## src/plr_restart_map.svh

```systemverilog
// Offsets-free constant map: diagnostic codes, timing figures and field limits
`ifndef PLR_RESTART_MAP_SVH
`define PLR_RESTART_MAP_SVH

// ****************************************
// Clock and supervision times
// ****************************************
`define PLR_CLK_HZ           25000000
`define PLR_RESTART_TIME_MS  100
`define PLR_CLEAR_TIME_MS    100
`define PLR_RESET_TIME_MS    100

// ****************************************
// Packet screening
// ****************************************
`define PLR_MIN_LEN          8'h02
`define PLR_LCGN_ZERO        4'h0
`define PLR_LCN_ZERO         8'h00

// ****************************************
// Decimal diagnostic values
// ****************************************
`define PLR_DIAG_CONF_READY  8'h11
`define PLR_DIAG_FAR_PEND    8'h12
`define PLR_DIAG_UNKNOWN     8'h21
`define PLR_DIAG_SHORT       8'h26
`define PLR_DIAG_OVERLONG    8'h27
`define PLR_DIAG_CHANNEL     8'h29
`define PLR_DIAG_MISALIGN    8'h52
`define PLR_DIAG_NONE        8'h00

`endif

```

## src/plr_pkg.sv

```systemverilog
// Types shared by the packet-layer restart block
package plr_pkg;

  typedef enum logic [2:0]
  {
    PLR_READY     = 3'b001,
    PLR_FAR_PEND  = 3'b010,
    PLR_LOCAL_PEND = 3'b100
  } plr_state_t;

  typedef enum logic [3:0]
  {
    PLR_ACT_NONE  = 4'b0001,
    PLR_ACT_DROP  = 4'b0010,
    PLR_ACT_PASS  = 4'b0100,
    PLR_ACT_FAULT = 4'b1000
  } plr_action_t;

  typedef enum logic [1:0]
  {
    PLR_PKT_RESTART_REQ  = 2'h0,
    PLR_PKT_RESTART_CONF = 2'h1,
    PLR_PKT_OTHER        = 2'h2
  } plr_pkt_t;

endpackage

```

## src/plr_restart_fsm.sv

```systemverilog
// Receive screening, restart state machine and supervision timers of the packet layer
`timescale 1ns/1ps
`include "plr_restart_map.svh"

module plr_restart_fsm
  import plr_pkg::*;
#(
  parameter int unsigned RESTART_CYCLES = `PLR_RESTART_TIME_MS * (`PLR_CLK_HZ / 1000),
  parameter int unsigned CLEAR_CYCLES   = `PLR_CLEAR_TIME_MS * (`PLR_CLK_HZ / 1000),
  parameter int unsigned RESET_CYCLES   = `PLR_RESET_TIME_MS * (`PLR_CLK_HZ / 1000),
  parameter logic [7:0]  CONGESTION_CAUSE = 8'h05
)
(
  input  wire logic       clk_sys,          // System clock, 25 MHz
  input  wire logic       reset,            // Synchronous reset, active high
  input  wire logic       pktValid,         // One-cycle strobe, packet descriptor valid
  input  wire logic [7:0] pktLen,           // Packet length in octets
  input  wire logic       pktGfiOk,         // Format identifier correct
  input  wire logic       pktChanAssigned,  // Nonzero channel is assigned
  input  wire logic [3:0] pktGroup,         // Channel group, octet 1 bits 1 to 4
  input  wire logic [7:0] pktChan,          // Channel number, octet 2
  input  wire logic [1:0] pktType,          // Packet kind, plr_pkt_t
  input  wire logic       pktTypeShort,     // Type identifier under one octet
  input  wire logic       pktTypeUnknown,   // Type identifier not recognised
  input  wire logic       pktOverlong,      // Longer than permitted
  input  wire logic       pktTooShort,      // Shorter than its kind permits
  input  wire logic       pktMisaligned,    // Not octet aligned
  input  wire logic       confirmSent,      // Pulse, local confirmation sent in far pending
  input  wire logic       clearStart,       // Pulse, call handling sent a clear request
  input  wire logic       clearStop,        // Pulse, clear procedure answered
  input  wire logic       clearFault,       // Pulse, call handling needs a clearing fault
  input  wire logic       resetStart,       // Pulse, reset request sent in data transfer
  input  wire logic       resetStop,        // Pulse, reset procedure answered
  output logic [2:0]      restartState,     // Current restart state, one-hot
  output logic            passOn,           // Pulse, packet goes to call handling
  output logic            dropPulse,        // Pulse, packet silently discarded
  output logic            sendRestart,      // Pulse, transmit restart indication
  output logic [7:0]      restartCause,     // Cause carried by restart indication
  output logic [7:0]      restartDiag,      // Diagnostic carried by restart indication
  output logic            restartDone,      // Pulse, channels return to ready states
  output logic            sendClear,        // Pulse, transmit clear request
  output logic            clearLocalPend,   // Pulse, enter local clear pending
  output logic            clearAbandon,     // Pulse, clear without transmitting
  output logic            resetExpired      // Pulse, reset may complete
);

  plr_state_t  state_ff;
  plr_state_t  nxt_state;
  plr_action_t nxt_act;
  logic [7:0]  nxt_diag;
  logic [7:0]  diag_ff;
  logic        passOn_ff;
  logic        drop_ff;
  logic        sendRestart_ff;
  logic        done_ff;
  logic        sendClear_ff;
  logic        clearPend_ff;
  logic        zeroChan;
  logic        badType;
  logic        isRestart;
  logic        shapeBad;
  logic [7:0]  shapeDiag;
  logic [7:0]  typeDiag;
  logic        complete;
  logic [2:0]  tmStart;
  logic [2:0]  tmStop;
  logic [2:0]  tmFirst;
  logic [2:0]  tmSecond;

  // ****************************************
  // Packet classification
  // ****************************************
  assign zeroChan  = (pktGroup == `PLR_LCGN_ZERO) && (pktChan == `PLR_LCN_ZERO);
  assign badType   = pktTypeShort || pktTypeUnknown;
  assign isRestart = !badType && (pktType != PLR_PKT_OTHER);
  assign shapeBad  = pktOverlong || pktTooShort || pktMisaligned;
  assign shapeDiag = pktOverlong ? `PLR_DIAG_OVERLONG :
                     pktTooShort ? `PLR_DIAG_SHORT : `PLR_DIAG_MISALIGN;
  assign typeDiag  = pktTypeShort ? `PLR_DIAG_SHORT : `PLR_DIAG_UNKNOWN;

  // ****************************************
  // Receive decision
  // ****************************************
  always_comb
  begin
    nxt_state = state_ff;
    nxt_act   = PLR_ACT_NONE;
    nxt_diag  = diag_ff;
    if (pktValid)
    begin
      if (pktLen < `PLR_MIN_LEN)
        nxt_act = PLR_ACT_DROP;
      else if (!pktGfiOk || (!zeroChan && !pktChanAssigned))
        nxt_act = PLR_ACT_DROP;
      else if (zeroChan && !isRestart)
        nxt_act = PLR_ACT_DROP;
      else
      begin
        case (state_ff)
          PLR_READY:
          begin
            if (!zeroChan)
              nxt_act = PLR_ACT_PASS;
            else if (pktType == PLR_PKT_RESTART_REQ && shapeBad)
            begin
              nxt_act  = PLR_ACT_FAULT;
              nxt_diag = shapeDiag;
            end
            else if (pktType == PLR_PKT_RESTART_REQ)
            begin
              nxt_act   = PLR_ACT_PASS;
              nxt_state = PLR_FAR_PEND;
            end
            else
            begin
              nxt_act  = PLR_ACT_FAULT;
              nxt_diag = `PLR_DIAG_CONF_READY;
            end
          end
          PLR_FAR_PEND:
          begin
            nxt_act = PLR_ACT_FAULT;
            if (!zeroChan && isRestart)
              nxt_diag = `PLR_DIAG_CHANNEL;
            else if (!zeroChan && badType)
              nxt_diag = typeDiag;
            else if (!zeroChan)
              nxt_diag = `PLR_DIAG_FAR_PEND;
            else if (pktType == PLR_PKT_RESTART_REQ)
              nxt_act = PLR_ACT_DROP;
            else
              nxt_diag = `PLR_DIAG_FAR_PEND;
          end
          PLR_LOCAL_PEND:
          begin
            if (!zeroChan)
              nxt_act = PLR_ACT_DROP;
            else if (shapeBad)
            begin
              nxt_act  = PLR_ACT_FAULT;
              nxt_diag = shapeDiag;
            end
            else
            begin
              nxt_act   = PLR_ACT_PASS;
              nxt_state = PLR_READY;
            end
          end
          default:
            nxt_act = PLR_ACT_DROP;
        endcase
      end
      if (nxt_act == PLR_ACT_FAULT)
        nxt_state = PLR_LOCAL_PEND;
    end
    else if (state_ff == PLR_FAR_PEND && confirmSent)
      nxt_state = PLR_READY;
    else if (state_ff == PLR_LOCAL_PEND && tmSecond[0])
      nxt_state = PLR_READY;
  end

  assign complete = (state_ff != PLR_READY) && (nxt_state == PLR_READY);

  // ****************************************
  // State register
  // ****************************************
  always_ff @(posedge clk_sys)
  begin
    if (reset)
      state_ff <= PLR_READY;
    else
      state_ff <= nxt_state;
  end

  // ****************************************
  // Action outputs
  // ****************************************
  always_ff @(posedge clk_sys)
  begin
    if (reset)
    begin
      passOn_ff      <= 1'b0;
      drop_ff        <= 1'b0;
      sendRestart_ff <= 1'b0;
      diag_ff        <= `PLR_DIAG_NONE;
      done_ff        <= 1'b0;
    end
    else
    begin
      passOn_ff      <= (nxt_act == PLR_ACT_PASS);
      drop_ff        <= (nxt_act == PLR_ACT_DROP);
      sendRestart_ff <= (nxt_act == PLR_ACT_FAULT) ||
                        (state_ff == PLR_LOCAL_PEND && tmFirst[0] && !pktValid);
      diag_ff        <= nxt_diag;
      done_ff        <= complete;
    end
  end

  // ****************************************
  // Clearing fault from call handling
  // ****************************************
  always_ff @(posedge clk_sys)
  begin
    if (reset)
    begin
      sendClear_ff <= 1'b0;
      clearPend_ff <= 1'b0;
    end
    else
    begin
      sendClear_ff <= clearFault || tmFirst[1];
      clearPend_ff <= clearFault;
    end
  end

  // ****************************************
  // Supervision timers: restart, clear, reset
  // ****************************************
  assign tmStart[0] = (nxt_act == PLR_ACT_FAULT);
  assign tmStop[0]  = complete;
  assign tmStart[1] = clearStart || clearFault;
  assign tmStop[1]  = clearStop;
  assign tmStart[2] = resetStart;
  assign tmStop[2]  = resetStop;

  generate
    for (genvar i = 0; i < 3; i++)
    begin : g_timer
      plr_timer #(
        .PERIOD ((i == 0) ? RESTART_CYCLES : (i == 1) ? CLEAR_CYCLES : RESET_CYCLES)
      ) u_timer (
        .clk_sys   (clk_sys),
        .reset     (reset),
        .start     (tmStart[i]),
        .stop      (tmStop[i]),
        .expFirst  (tmFirst[i]),
        .expSecond (tmSecond[i])
      );
    end
  endgenerate

  assign restartState   = state_ff;
  assign passOn         = passOn_ff;
  assign dropPulse      = drop_ff;
  assign sendRestart    = sendRestart_ff;
  assign restartCause   = CONGESTION_CAUSE;
  assign restartDiag    = diag_ff;
  assign restartDone    = done_ff;
  assign sendClear      = sendClear_ff;
  assign clearLocalPend = clearPend_ff;
  assign clearAbandon   = tmSecond[1];
  assign resetExpired   = tmFirst[2];
endmodule

```

## src/plr_timer.sv

```systemverilog
// Supervision timer that reports a first and a second expiry
`timescale 1ns/1ps

module plr_timer
  import plr_pkg::*;
#(
  parameter int unsigned PERIOD = 32'd1000
)
(
  input  wire logic clk_sys,      // System clock
  input  wire logic reset,        // Synchronous reset, active high
  input  wire logic start,        // Arm from zero, first round
  input  wire logic stop,         // Disarm
  output logic      expFirst,     // One-cycle pulse, first expiry
  output logic      expSecond     // One-cycle pulse, second expiry
);

  logic [31:0] count_ff;
  logic        running_ff;
  logic        second_ff;
  logic        expFirst_ff;
  logic        expSecond_ff;
  logic        tick;

  assign tick = running_ff && (count_ff == PERIOD - 32'd1);

  // ****************************************
  // Counter and expiry round
  // ****************************************
  always_ff @(posedge clk_sys)
  begin
    if (reset || stop)
    begin
      count_ff   <= 32'h0;
      running_ff <= 1'b0;
      second_ff  <= 1'b0;
    end
    else if (start)
    begin
      count_ff   <= 32'h0;
      running_ff <= 1'b1;
      second_ff  <= 1'b0;
    end
    else if (tick)
    begin
      count_ff   <= 32'h0;
      running_ff <= !second_ff;
      second_ff  <= 1'b1;
    end
    else if (running_ff)
    begin
      count_ff <= count_ff + 32'd1;
    end
  end

  always_ff @(posedge clk_sys)
  begin
    if (reset)
    begin
      expFirst_ff  <= 1'b0;
      expSecond_ff <= 1'b0;
    end
    else
    begin
      expFirst_ff  <= tick && !second_ff && !start && !stop;
      expSecond_ff <= tick && second_ff && !start && !stop;
    end
  end

  assign expFirst  = expFirst_ff;
  assign expSecond = expSecond_ff;

endmodule

```

## config.mk

```make
export PLATFORM = sky130hd
export DESIGN_NAME = plr_restart_fsm
export DESIGN_NICKNAME = d
export VERILOG_FILES = /design/src/plr_pkg.sv /design/src/plr_restart_fsm.sv /design/src/plr_timer.sv
export VERILOG_INCLUDE_DIRS = /design/src
export SDC_FILE = /design/constraint.sdc
export NUM_CORES = 1
export LEC_CHECK = 0
export BUFFER_PORTS_ARGS = -buffer_cell sky130_fd_sc_hd__buf_2
export CAP_MARGIN = 20
export CORE_MARGIN = 2
export CORE_UTILIZATION = 40
export CTS_BUF_LIST = sky130_fd_sc_hd__clkbuf_4
export DETAILED_ROUTE_END_ITERATION = 8
export PLACE_DENSITY_LB_ADDON = 0.3
export SLEW_MARGIN = 20
export SYNTH_ARGS = -nofsm -noshare
export SYNTH_HDL_FRONTEND = slang
export SYNTH_SLANG_ARGS = --single-unit
```

## constraint.sdc

```tcl
create_clock -name clk_sys -period 2.4 [get_ports clk_sys]
set_input_delay 0.36 -clock clk_sys [delete_from_list [all_inputs] [get_ports clk_sys]]
set_output_delay 0.36 -clock clk_sys [all_outputs]
set_load 0.05 [all_outputs]
```

* Word-level counts from Yosys, hierarchy flattened
Index checks and enable logic that the tools add are counted.
** Cells by class
- Equal/unequal tests :: 18
- Reduce and logical (&&, ||, !) cells :: 69
- Magnitude comparators :: 1
- Muxes and demuxes :: 47
- Bitwise gates (word level) :: 3
- Add/sub/neg operators :: 3
** Operators with widths (number)
- 32-bit by 1-bit adder with 32-bit output (second input constant) :: 3
- 32-bit by 22-bit equality test with 1-bit output (second input constant) :: 3
- 8-bit two-way mux :: 9
- 4-bit two-way mux :: 14
- 3-bit two-way mux :: 13
- 1-bit logical AND :: 30
- 8-bit case mux with 3 select lines :: 1
- 1-bit logical NOT :: 15
- 7-bit two-way mux :: 2
- 4-bit case mux with 3 select lines :: 1
- 1-bit logical OR :: 10
- 10-bit AND reduction :: 1
- 3-bit OR reduction :: 3
- 4-bit equality test (second input constant) :: 2
- 8-bit logical NOT :: 1
- 8-bit by 2-bit less-than comparator with 1-bit output (second input constant) :: 1
- 2-bit inequality test (second input constant) :: 4
- 3-bit by 1-bit equality test with 1-bit output (second input constant) :: 2
- 1-bit two-way mux :: 6
- 3-bit case mux with 2 select lines :: 1
- 2-bit nonzero test :: 3
- 2-bit OR reduction :: 3
- 5-bit inequality test (second input constant) :: 1
- 4-bit by 2-bit equality test with 1-bit output (second input constant) :: 1
- other kinds (9) :: 11
** Storage, ports and cells
- Input port bits :: 38
- Bits in registers :: 124
- Output and inout port bits :: 27
- Word-level logic and storage cells :: 163

* Longest topological paths before layout
Gate-level depths: netlist (run 1).
- Depth in word-level cells :: 18
- Mapped depth :: 9
- Mapped depth without buffers :: 7

* By module
A second synthesis (run 1) with hierarchy kept.
** Unflattened totals
- Cells, all modules :: 716
- Area, all modules :: 6224.7 um2
** By module, submodules not included
- plr_timer (g_timer[0].u_timer ...) :: times used 2, area each 1705.4 um2, cells an instance 193, sequential area each 720.7 um2
- plr_timer (g_timer[2].u_timer) :: times used 1, area each 1729.2 um2, cells an instance 195, sequential area each 720.7 um2
- plr_restart_fsm :: times used 1, area each 1084.8 um2, cells an instance 135, sequential area each 320.3 um2

* Worst setup path before layout (run 1)
Ideal clock, no wire load.
- Path type :: reg-to-reg
- From :: register state_ff[1], in the netlist restartState[1]
- To :: register g_timer[0].u_timer.count_ff[2]
- Arrival :: 2.191 ns
- Library setup time :: 0.136 ns
- Data required time :: 2.264 ns
- Path buffers :: 3
- Stages on the path, launching flop included :: 10
- Period minus slack after synthesis :: 2.327 ns
- Slack :: 0.073 ns
- Cell sequence :: dfxtp_1 clkbuf_1 or3b_1 o21ai_0 nand2_1 or3_1 buf_2 o21ai_4 buf_4 nor3_1
** On the way
- Cells in the longest elaborated chain, start to end :: 13
- Elaborated cells between the ends (all ways) :: 31
- Classes of those cells :: eq/ne: 7; mux: 19; reduce/logical: 5
** RTL lines
- start: declaration :: line plr_restart_fsm.sv:47 : plr_state_t state_ff;
- start signal: assignment :: line plr_restart_fsm.sv:172 : state_ff <= nxt_state;
- 3-bit equality test (tied with other cells) :: line plr_restart_fsm.sv:99, plr_restart_fsm.sv:158
- 4-bit case mux with 3 select lines / 3-bit two-way mux (equally long branches) :: line plr_restart_fsm.sv:99, plr_restart_fsm.sv:104
- 4-bit two-way mux / 3-bit two-way mux (equally long branches) :: line plr_restart_fsm.sv:95, plr_restart_fsm.sv:102
- 4-bit two-way mux / 3-bit case mux with 2 select lines (equally long branches) :: line plr_restart_fsm.sv:93, plr_restart_fsm.sv:99
- 4-bit two-way mux / 3-bit two-way mux (equally long branches) :: line plr_restart_fsm.sv:91, plr_restart_fsm.sv:95
- 4-bit two-way mux / 3-bit two-way mux (equally long branches) :: line plr_restart_fsm.sv:89, plr_restart_fsm.sv:93
- 4-bit equality test / 3-bit two-way mux (equally long branches) :: line plr_restart_fsm.sv:153, plr_restart_fsm.sv:91
- 3-bit two-way mux :: line plr_restart_fsm.sv:153 : if (nxt_act == PLR_ACT_FAULT)
- 3-bit two-way mux :: line plr_restart_fsm.sv:89 : if (pktValid)
- 3-bit by 1-bit equality test with 1-bit output :: line plr_restart_fsm.sv:162 : assign complete = (state_ff != PLR_READY) && (nxt_state == PLR_READY);
- 1-bit logical AND :: line plr_restart_fsm.sv:162
- 1-bit logical OR :: line plr_timer.sv:32 : if (reset || stop)
- 3-bit OR reduction (no source line) (*)
- end signal: assignment :: line plr_timer.sv:52 : count_ff <= count_ff + 32'd1;
- end: declaration :: line plr_timer.sv:18 : logic [31:0] count_ff;
Every way passes the cells marked *; elsewhere a longest branch is shown, timed or not. The select of a mux whose other input is x is not followed.
A chain may end at the register's enable or synchronous reset.

* Worst setup path in the final report (run 1)
- From :: register g_timer[1].u_timer.count_ff[15]
- To :: register g_timer[1].u_timer.count_ff[7]
** On the way
- Cells in the longest elaborated chain, start to end :: 3
** RTL lines
- start: declaration :: line plr_timer.sv:18
- start signal: assignment :: line plr_timer.sv:52
- 32-bit by 22-bit equality test with 1-bit output :: line plr_timer.sv:25 : assign tick = running_ff && (count_ff == PERIOD - 32'd1);
- 1-bit logical AND :: line plr_timer.sv:25
- 3-bit OR reduction (no source line)
No other way between the ends.

==> run metrics, run 1 <==
status finished, final reports clean; WP data arrival 2720 ps; vias in the first global route between 4k and 5k; start point of the critical path g_timer[1].u_timer.count_ff[15]$_SDFFE_PP0P_; initial core utilization 0.4098; CP cell instances or4_1, or4_4, nor4_4, and2_4, or2b_4, buf_12, nor2_1; hold_ws 103.4 ps; Worst Path Buf+Inv 1; Final min period 2324 ps; GRT Total Usage 0.1631; clk_lat worst skew between 500 and 600 ps; GP Congestion approximately 0.86; Lkg Pwr 2.395 nW; Root Buffer clkbuf_4; Slew Limit Headroom 0.5792; Max-Cap Viols 0; die area approximately 0.016 sq mm; vias around 5.1k; Slew Limit Fails 0; Area contributors post-synth dfxtp_1, xnor2_1, nor2_1, xor2_1, nor3_1; post-synth top area cell dfxtp_1; endpoints failing setup 0; final setup TNS 0 ps; Pwr Density between 500 and 600 mW/mm^2; H-tree Lvls 4; first-pass GRT wire length 21820 um; number of flops mapped to enable cells by yosys 0; most common cell in the netlist dfxtp_1; Initial DRC Count between 200 and 250; Slowest cell on crit path or4_1; FFs w/ async S/R, synth 0; Core Region 0.01453 sq mm; Setup WS pre-CTS 66.28 ps; number of placement rows 44; Layout area overhead 16.34%; syn avg cell area 8.400 sq um; area share of the largest cell type after synthesis 0.4134; Routed WL 12450 um; Die H roughly 130 um; # diodes 0; clk buf depth 2; Worst Hold Class input port to register; final core utilization 0.4768; share of cells above drive strength 1 0.1683; Num CTS Buffers 17; vias per cell 5.125; initial antenna violation count 0; Post-DP HPWL around 9000 um; worst slew pin tran approximately 630 ps; CP Class register to register; FF-to-FF Start g_timer[1].u_timer.count_ff[15]$_SDFFE_PP0P_; Clock transition at path regs 100 ps; first drt pass iteration count 4; largest net degree at the start of global routing 37; worst setup margin 76.09 ps; Worst path max stage delay 520 ps; fin crit share 0.9683; crit path max fanout 20; GRT overflow 0; DRC violations left 0; Synth Cell Area 0.005956 sq mm; R2R Setup Slk 80 ps; # IOs 65; routed wire length per instance 12.55 um; Worst VDD drop approximately 0.24 mV; end of the critical path g_timer[1].u_timer.count_ff[7]$_SDFFE_PP0P_; nature of the critical path startpoint register; RSZ-0062 raised after global routing no; f_max 430.3 MHz; R2R depth 7; Distinct cells, synth 57; WP depth 7; dominant synthesized flop cell dfxtp_1; crit end category register; most frequent cells after synthesis dfxtp_1, nor2_1, nand2_1; input/output buffers 54; DIE WIDTH 126.0 um; Hold Vio Cnt, Final 0; Critical Path RT 2790 ps; post-synthesis sequential area ratio 0.4134; CTS sink cnt 123; CTS tree yes; Antenna Nets Post-Route 0; Gate Count Post-Synth 709; synth warn 0; Worst R2R End g_timer[1].u_timer.count_ff[7]$_SDFFE_PP0P_; hold depth 3; clock skew 16.52 ps; final net count 840; CP delay by family, top simple AND/OR/NAND/NOR gates; FF+latch count, synth 123
==> cells in the final DEF (no fill, tap or decap), types with 7 or more instances in the layout <==
master    instances
a21oi_1          18
nand3_1          40
clkbuf_4         17
xor2_1           46
buf_4            36
nand2_1          60
nor2_1          108
o21ai_0          11
nor4b_1           8
nor4_1           27
and3_1           10
nand4_1          32
inv_1            12
xnor2_1          48
dfxtp_1         123
or3_1             7
buf_12            7
conb_1            9
nor3_1           58
buf_2            54
==> per-stage QoR <==
step	std cells	power, mW	cell area [sq um]
6_report	992	3.516	6929
5_1_grt	992	3.674	6929
4_1_cts	991	3.578	6908
3_5_place_dp	961	2.272	6653
3_3_place_gp	961	2.271	6653
2_1_floorplan	716	2.215	5982
==> flip-flops by register name, summed over array words and instances (netlist names), 2 cells and up <==
name / count
g_timer.u_timer.running_ff: 3
restartDiag: 7
g_timer.u_timer.expSecond: 2
g_timer.u_timer.second_ff: 3
g_timer.u_timer.expFirst: 3
g_timer.u_timer.count_ff: 96
restartState: 3
==> layer usage <==
metal	wire length, um	up-vias	track usage
met5	0	-	0
met4	123	0	0.04977
met3	466	11	0.04206
met2	5533	69	0.2574
met1	6330	2333	0.2200
li1	-	2671	-
==> worst reg2reg max path, stage by stage, from the launching register on <==
cell and delay [ps]:
dfxtp_1 320, or4_1 520, or4_4 510, nor4_4 320, and2_4 200, or2b_4 140, buf_12 150, nor2_1 60
==> worst min-delay path by stage <==
stage	startpoint	endpoint	slack [ps]
final	clearFault	sendClear$_SDFF_PP0_	100
after global routing	clearFault	clearLocalPend$_SDFF_PP0_	100
after CTS	clearFault	sendClear$_SDFF_PP0_	50
after detailed placement	g_timer[0].u_timer.second_ff$_SDFFE_PP0P_	g_timer[0].u_timer.expFirst$_SDFF_PP0_	420
after global placement	g_timer[0].u_timer.second_ff$_SDFFE_PP0P_	g_timer[0].u_timer.expFirst$_SDFF_PP0_	410
after floorplan	g_timer[0].u_timer.second_ff$_SDFFE_PP0P_	g_timer[0].u_timer.expFirst$_SDFF_PP0_	400
==> cell families (layout without fill, tap and decap cells) <==
kind of cell,count (synthesis),count (layout),synth area share
AO/OA/AOI/OAI,50,50,0.05883
XOR/XNOR,94,94,0.1382
adder cells (fa/ha/maj),3,3,0.006303
buffers and inverters,47,139,0.04769
flip-flops,123,123,0.4134
multiplexers,4,4,0.006723
other,2,9,0.001261
AND/OR/NAND/NOR,386,386,0.3275
==> power by group <==
| part | switching (mW) | internal, mW | total [mW] |
|---|---|---|---|
| registers | 0.00219 | 2.04 | 2.05 |
| logic | 0.115 | 0.0648 | 0.179 |
| clock network | 0.714 | 0.576 | 1.29 |
==> layout make-up <==
cell class | instances | area (sq um)
timing repair buffer | 99 | 700.7
clock buffer | 17 | 127.6
fill | 1417 | 7605
tap | 184 | 230.2
sequential | 123 | 2462
multi-input combinational | 546 | 3256
clock inverter | 11 | 107.6
inverter | 12 | 45.04
==> repair_timing <==
| item | CTS | global route |
|---|---|---|
| gates resized for setup | 0 | 3 |
| setup buffers | 0 | 1 |
| hold buffers | 2 | 0 |
| endpoints found under the hold margin | 2 | 0 |
| endpoints found under the setup margin | 0 | 32 |
(Power assumes the default switching activity.)
==> inputs of run 2 (changes only) <==
--- a/config.mk
+++ b/config.mk
@@ -16,4 +16,5 @@
 export SLEW_MARGIN = 20
 export SYNTH_ARGS = -nofsm -noshare
 export SYNTH_HDL_FRONTEND = slang
+export SYNTH_HIERARCHICAL = 1
 export SYNTH_SLANG_ARGS = --single-unit
==> run 2 against run 1 <==
Against the previous run: via count rose by 0.63%; sequential cell count is the same; final area increased by 3.9%; non-clock buffer count fell by 8; combinational power is 9% lower; synthesized cell count up 0.71%; die area rose by 4.0%; wire length grew 2.0%; core utilization fell by 0.13 points; final cell count rose by 1.7%; critical path type unchanged; highest routed layer unchanged.
==> run metrics, run 2 <==
Gate Count Post-Synth 714; R2R Setup Slk 160 ps; clock skew 16.08 ps; GRT overflow 0; GRT Total Usage 0.1655; R2R depth 10; Routed WL 12700 um; RSZ-0062 raised after global routing no; initial core utilization 0.4093; vias in the first global route 4930; Clock transition at path regs 110 ps; Worst VDD drop 0.3140 mV; CTS tree yes; clk_lat worst skew between 500 and 600 ps; total power 3.802 mW; f_max 446.4 MHz; DIE WIDTH between 100 and 150 um; final net count 847; crit path max fanout 28; Critical Path RT 2810 ps; routed wire length per instance 12.58 um; Die H 128.5 um; Largest register FFs 96; Core Region 0.01515 sq mm; Final min period 2240 ps; most used cell, CP nor3_2; first-pass GRT wire length 22480 um; CTS sink cnt about 120; DRC violations left 0; vias per cell 5.070; nature of the critical path startpoint register; Post-DP HPWL between 9000 and 10000 um; syn avg cell area roughly 8.7 sq um; clk buf depth 2; Hold Vio Cnt, Final 0; share of cells above drive strength 1 0.2015; largest net degree at the start of global routing 33; CP Class register to register; Root Buffer clkbuf_4; vias 5116; Antenna Nets Post-Route 0; number of placement rows 45; fill cell count 1467; Max-Cap Viols 0; H-tree Lvls 4; initial antenna violation count 1; FF-to-FF Start restartState[0]$_SDFF_PP1_; crit end category register; input/output buffers 54; most frequent cells in the layout nor2_1, dfxtp_1, nand2_1, buf_2, xor2_1; CP delay by family, top simple AND/OR/NAND/NOR gates; synth warn 6; Worst Path Buf+Inv 1; GP Congestion ~0.81; Synth Cell Area slightly above 0.006 sq mm; Worst R2R End g_timer[0].u_timer/count_ff[21]$_SDFFE_PP0P_; Initial DRC Count 234; # IOs 65; hold_sp clearFault; Worst path max stage delay 410 ps; worst setup margin 159.7 ps; first drt pass iteration count 5; Setup Fix Bufs, Post-CTS 0; hold depth 3; commonest non-fill, non-tap cell in the layout nor2_1; Slew Limit Fails 0; WP data arrival 2650 ps; Top reg by flops g_timer.u_timer/count_ff; Slowest cell on crit path or3b_1; Pwr Density 527.9 mW/mm^2; Num CTS Buffers 17; endpoints failing setup 0; CP cell instances or3b_1, a21o_1, a21oi_2, o211a_1, a21oi_1, nor3_2, nor3_2, nand2b_1, buf_12, nor2_1; Lkg Pwr 2.605 nW; status finished, final reports clean; Layout area overhead 16.19%; die area roughly 0.017 sq mm; Setup WS pre-CTS -169.7 ps; fin crit share 0.9335; Worst Hold Class input port to register; Worst Hold End sendClear$_SDFF_PP0_
==> run 2: changes by cell type in the layout (fill, tap and decap cells not counted), moves of 5 or more <==
| cell | before | now |
|---|---|---|
| nor3_1 | 58 | 16 |
| nor2_1 | 108 | 132 |
| xnor2_1 | 48 | 34 |
| nor4_1 | 27 | 17 |
| mux2i_1 | 4 | 12 |
| and2_1 | 2 | 8 |
| nor4_2 | 0 | 6 |
| nor4b_2 | 0 | 6 |
| buf_12 | 7 | 2 |
| nor2b_1 | 2 | 7 |
==> run 2: through the flow <==
| step | hold slack, ps | area [sq um] | setup TNS [ps] | utilization | std cells |
|---|---|---|---|---|---|
| final | 52.58 | 7202 | 0 | 0.4755 | 1009 |
| after CTS | 4.172 | 7192 | 0 | 0.4748 | 1007 |
| after floorplan | 411.8 | 6237 | 0 | - | 721 |
| after global placement | 425.2 | 6869 | -4747 | 0.4535 | 974 |
| after global routing | 29.81 | 7202 | 0 | 0.4755 | 1009 |
| after detailed placement | 433.5 | 6869 | -4839 | 0.4535 | 974 |
==> run 2: what timing repair did <==
item	CTS	global route
hold endpoints to repair	1	0
gates resized for setup	0	1
hold buffers	1	0
endpoints found under the setup margin	0	28
==> run 2: worst register-to-register path, stage by stage, from the launching register on <==
cell and delay [ps]:
dfxtp_4 360, or3b_1 410, a21o_1 190, a21oi_2 210
o211a_1 180, a21oi_1 60, nor3_2 260, nor3_2 80
nand2b_1 120, buf_12 180, nor2_1 70
==> run 2: metal layers <==
metal,vias up,share of wire,global-route usage
met3,12,0.033,0.04407
met1,2364,0.50,0.2168
li1,2674,-,-
met5,-,0,0
met4,0,0.013,0.05882
met2,66,0.45,0.2635
==> run 2: worst max-delay path by stage <==
| stage | start | end | cells past startpoint |
|---|---|---|---|
| 2_1_floorplan | pktGroup[1] | g_timer[0].u_timer/count_ff[29]$_SDFFE_PP0P_ | 12 |
| 3_3_place_gp | pktChan[5] | g_timer[0].u_timer/count_ff[15]$_SDFFE_PP0P_ | 11 |
| 3_5_place_dp | pktChan[5] | g_timer[0].u_timer/count_ff[27]$_SDFFE_PP0P_ | 11 |
| 4_1_cts | restartState[1]$_SDFF_PP0_ | g_timer[0].u_timer/count_ff[21]$_SDFFE_PP0P_ | 10 |
| 5_1_grt | restartState[0]$_SDFF_PP1_ | g_timer[0].u_timer/count_ff[21]$_SDFFE_PP0P_ | 10 |
| 6_report | restartState[0]$_SDFF_PP1_ | g_timer[0].u_timer/count_ff[21]$_SDFFE_PP0P_ | 10 |
==> run 2: cell type report <==
class | instances | area, sq um | share of cell area
Clock inverter | 14 | 177.7 | 0.02467
Antenna cell | 2 | 5.005 | 0.0006949
Clock buffer | 18 | 135.1 | 0.01876
Timing Repair Buffer | 91 | 575.6 | 0.07992
Sequential cell | 123 | 2469 | 0.3428
Multi-Input combinational cell | 560 | 3551 | 0.4931
Tap cell | 188 | 235.2 | 0.03266
Inverter | 13 | 53.80 | 0.007470
==> run 2: where the power goes <==
part	internal, mW	switching [mW]	total (mW)
clock	0.823	0.767	1.59
combinational	0.0565	0.106	0.162
sequential	2.04	0.00533	2.05
total	2.92	0.878	3.80
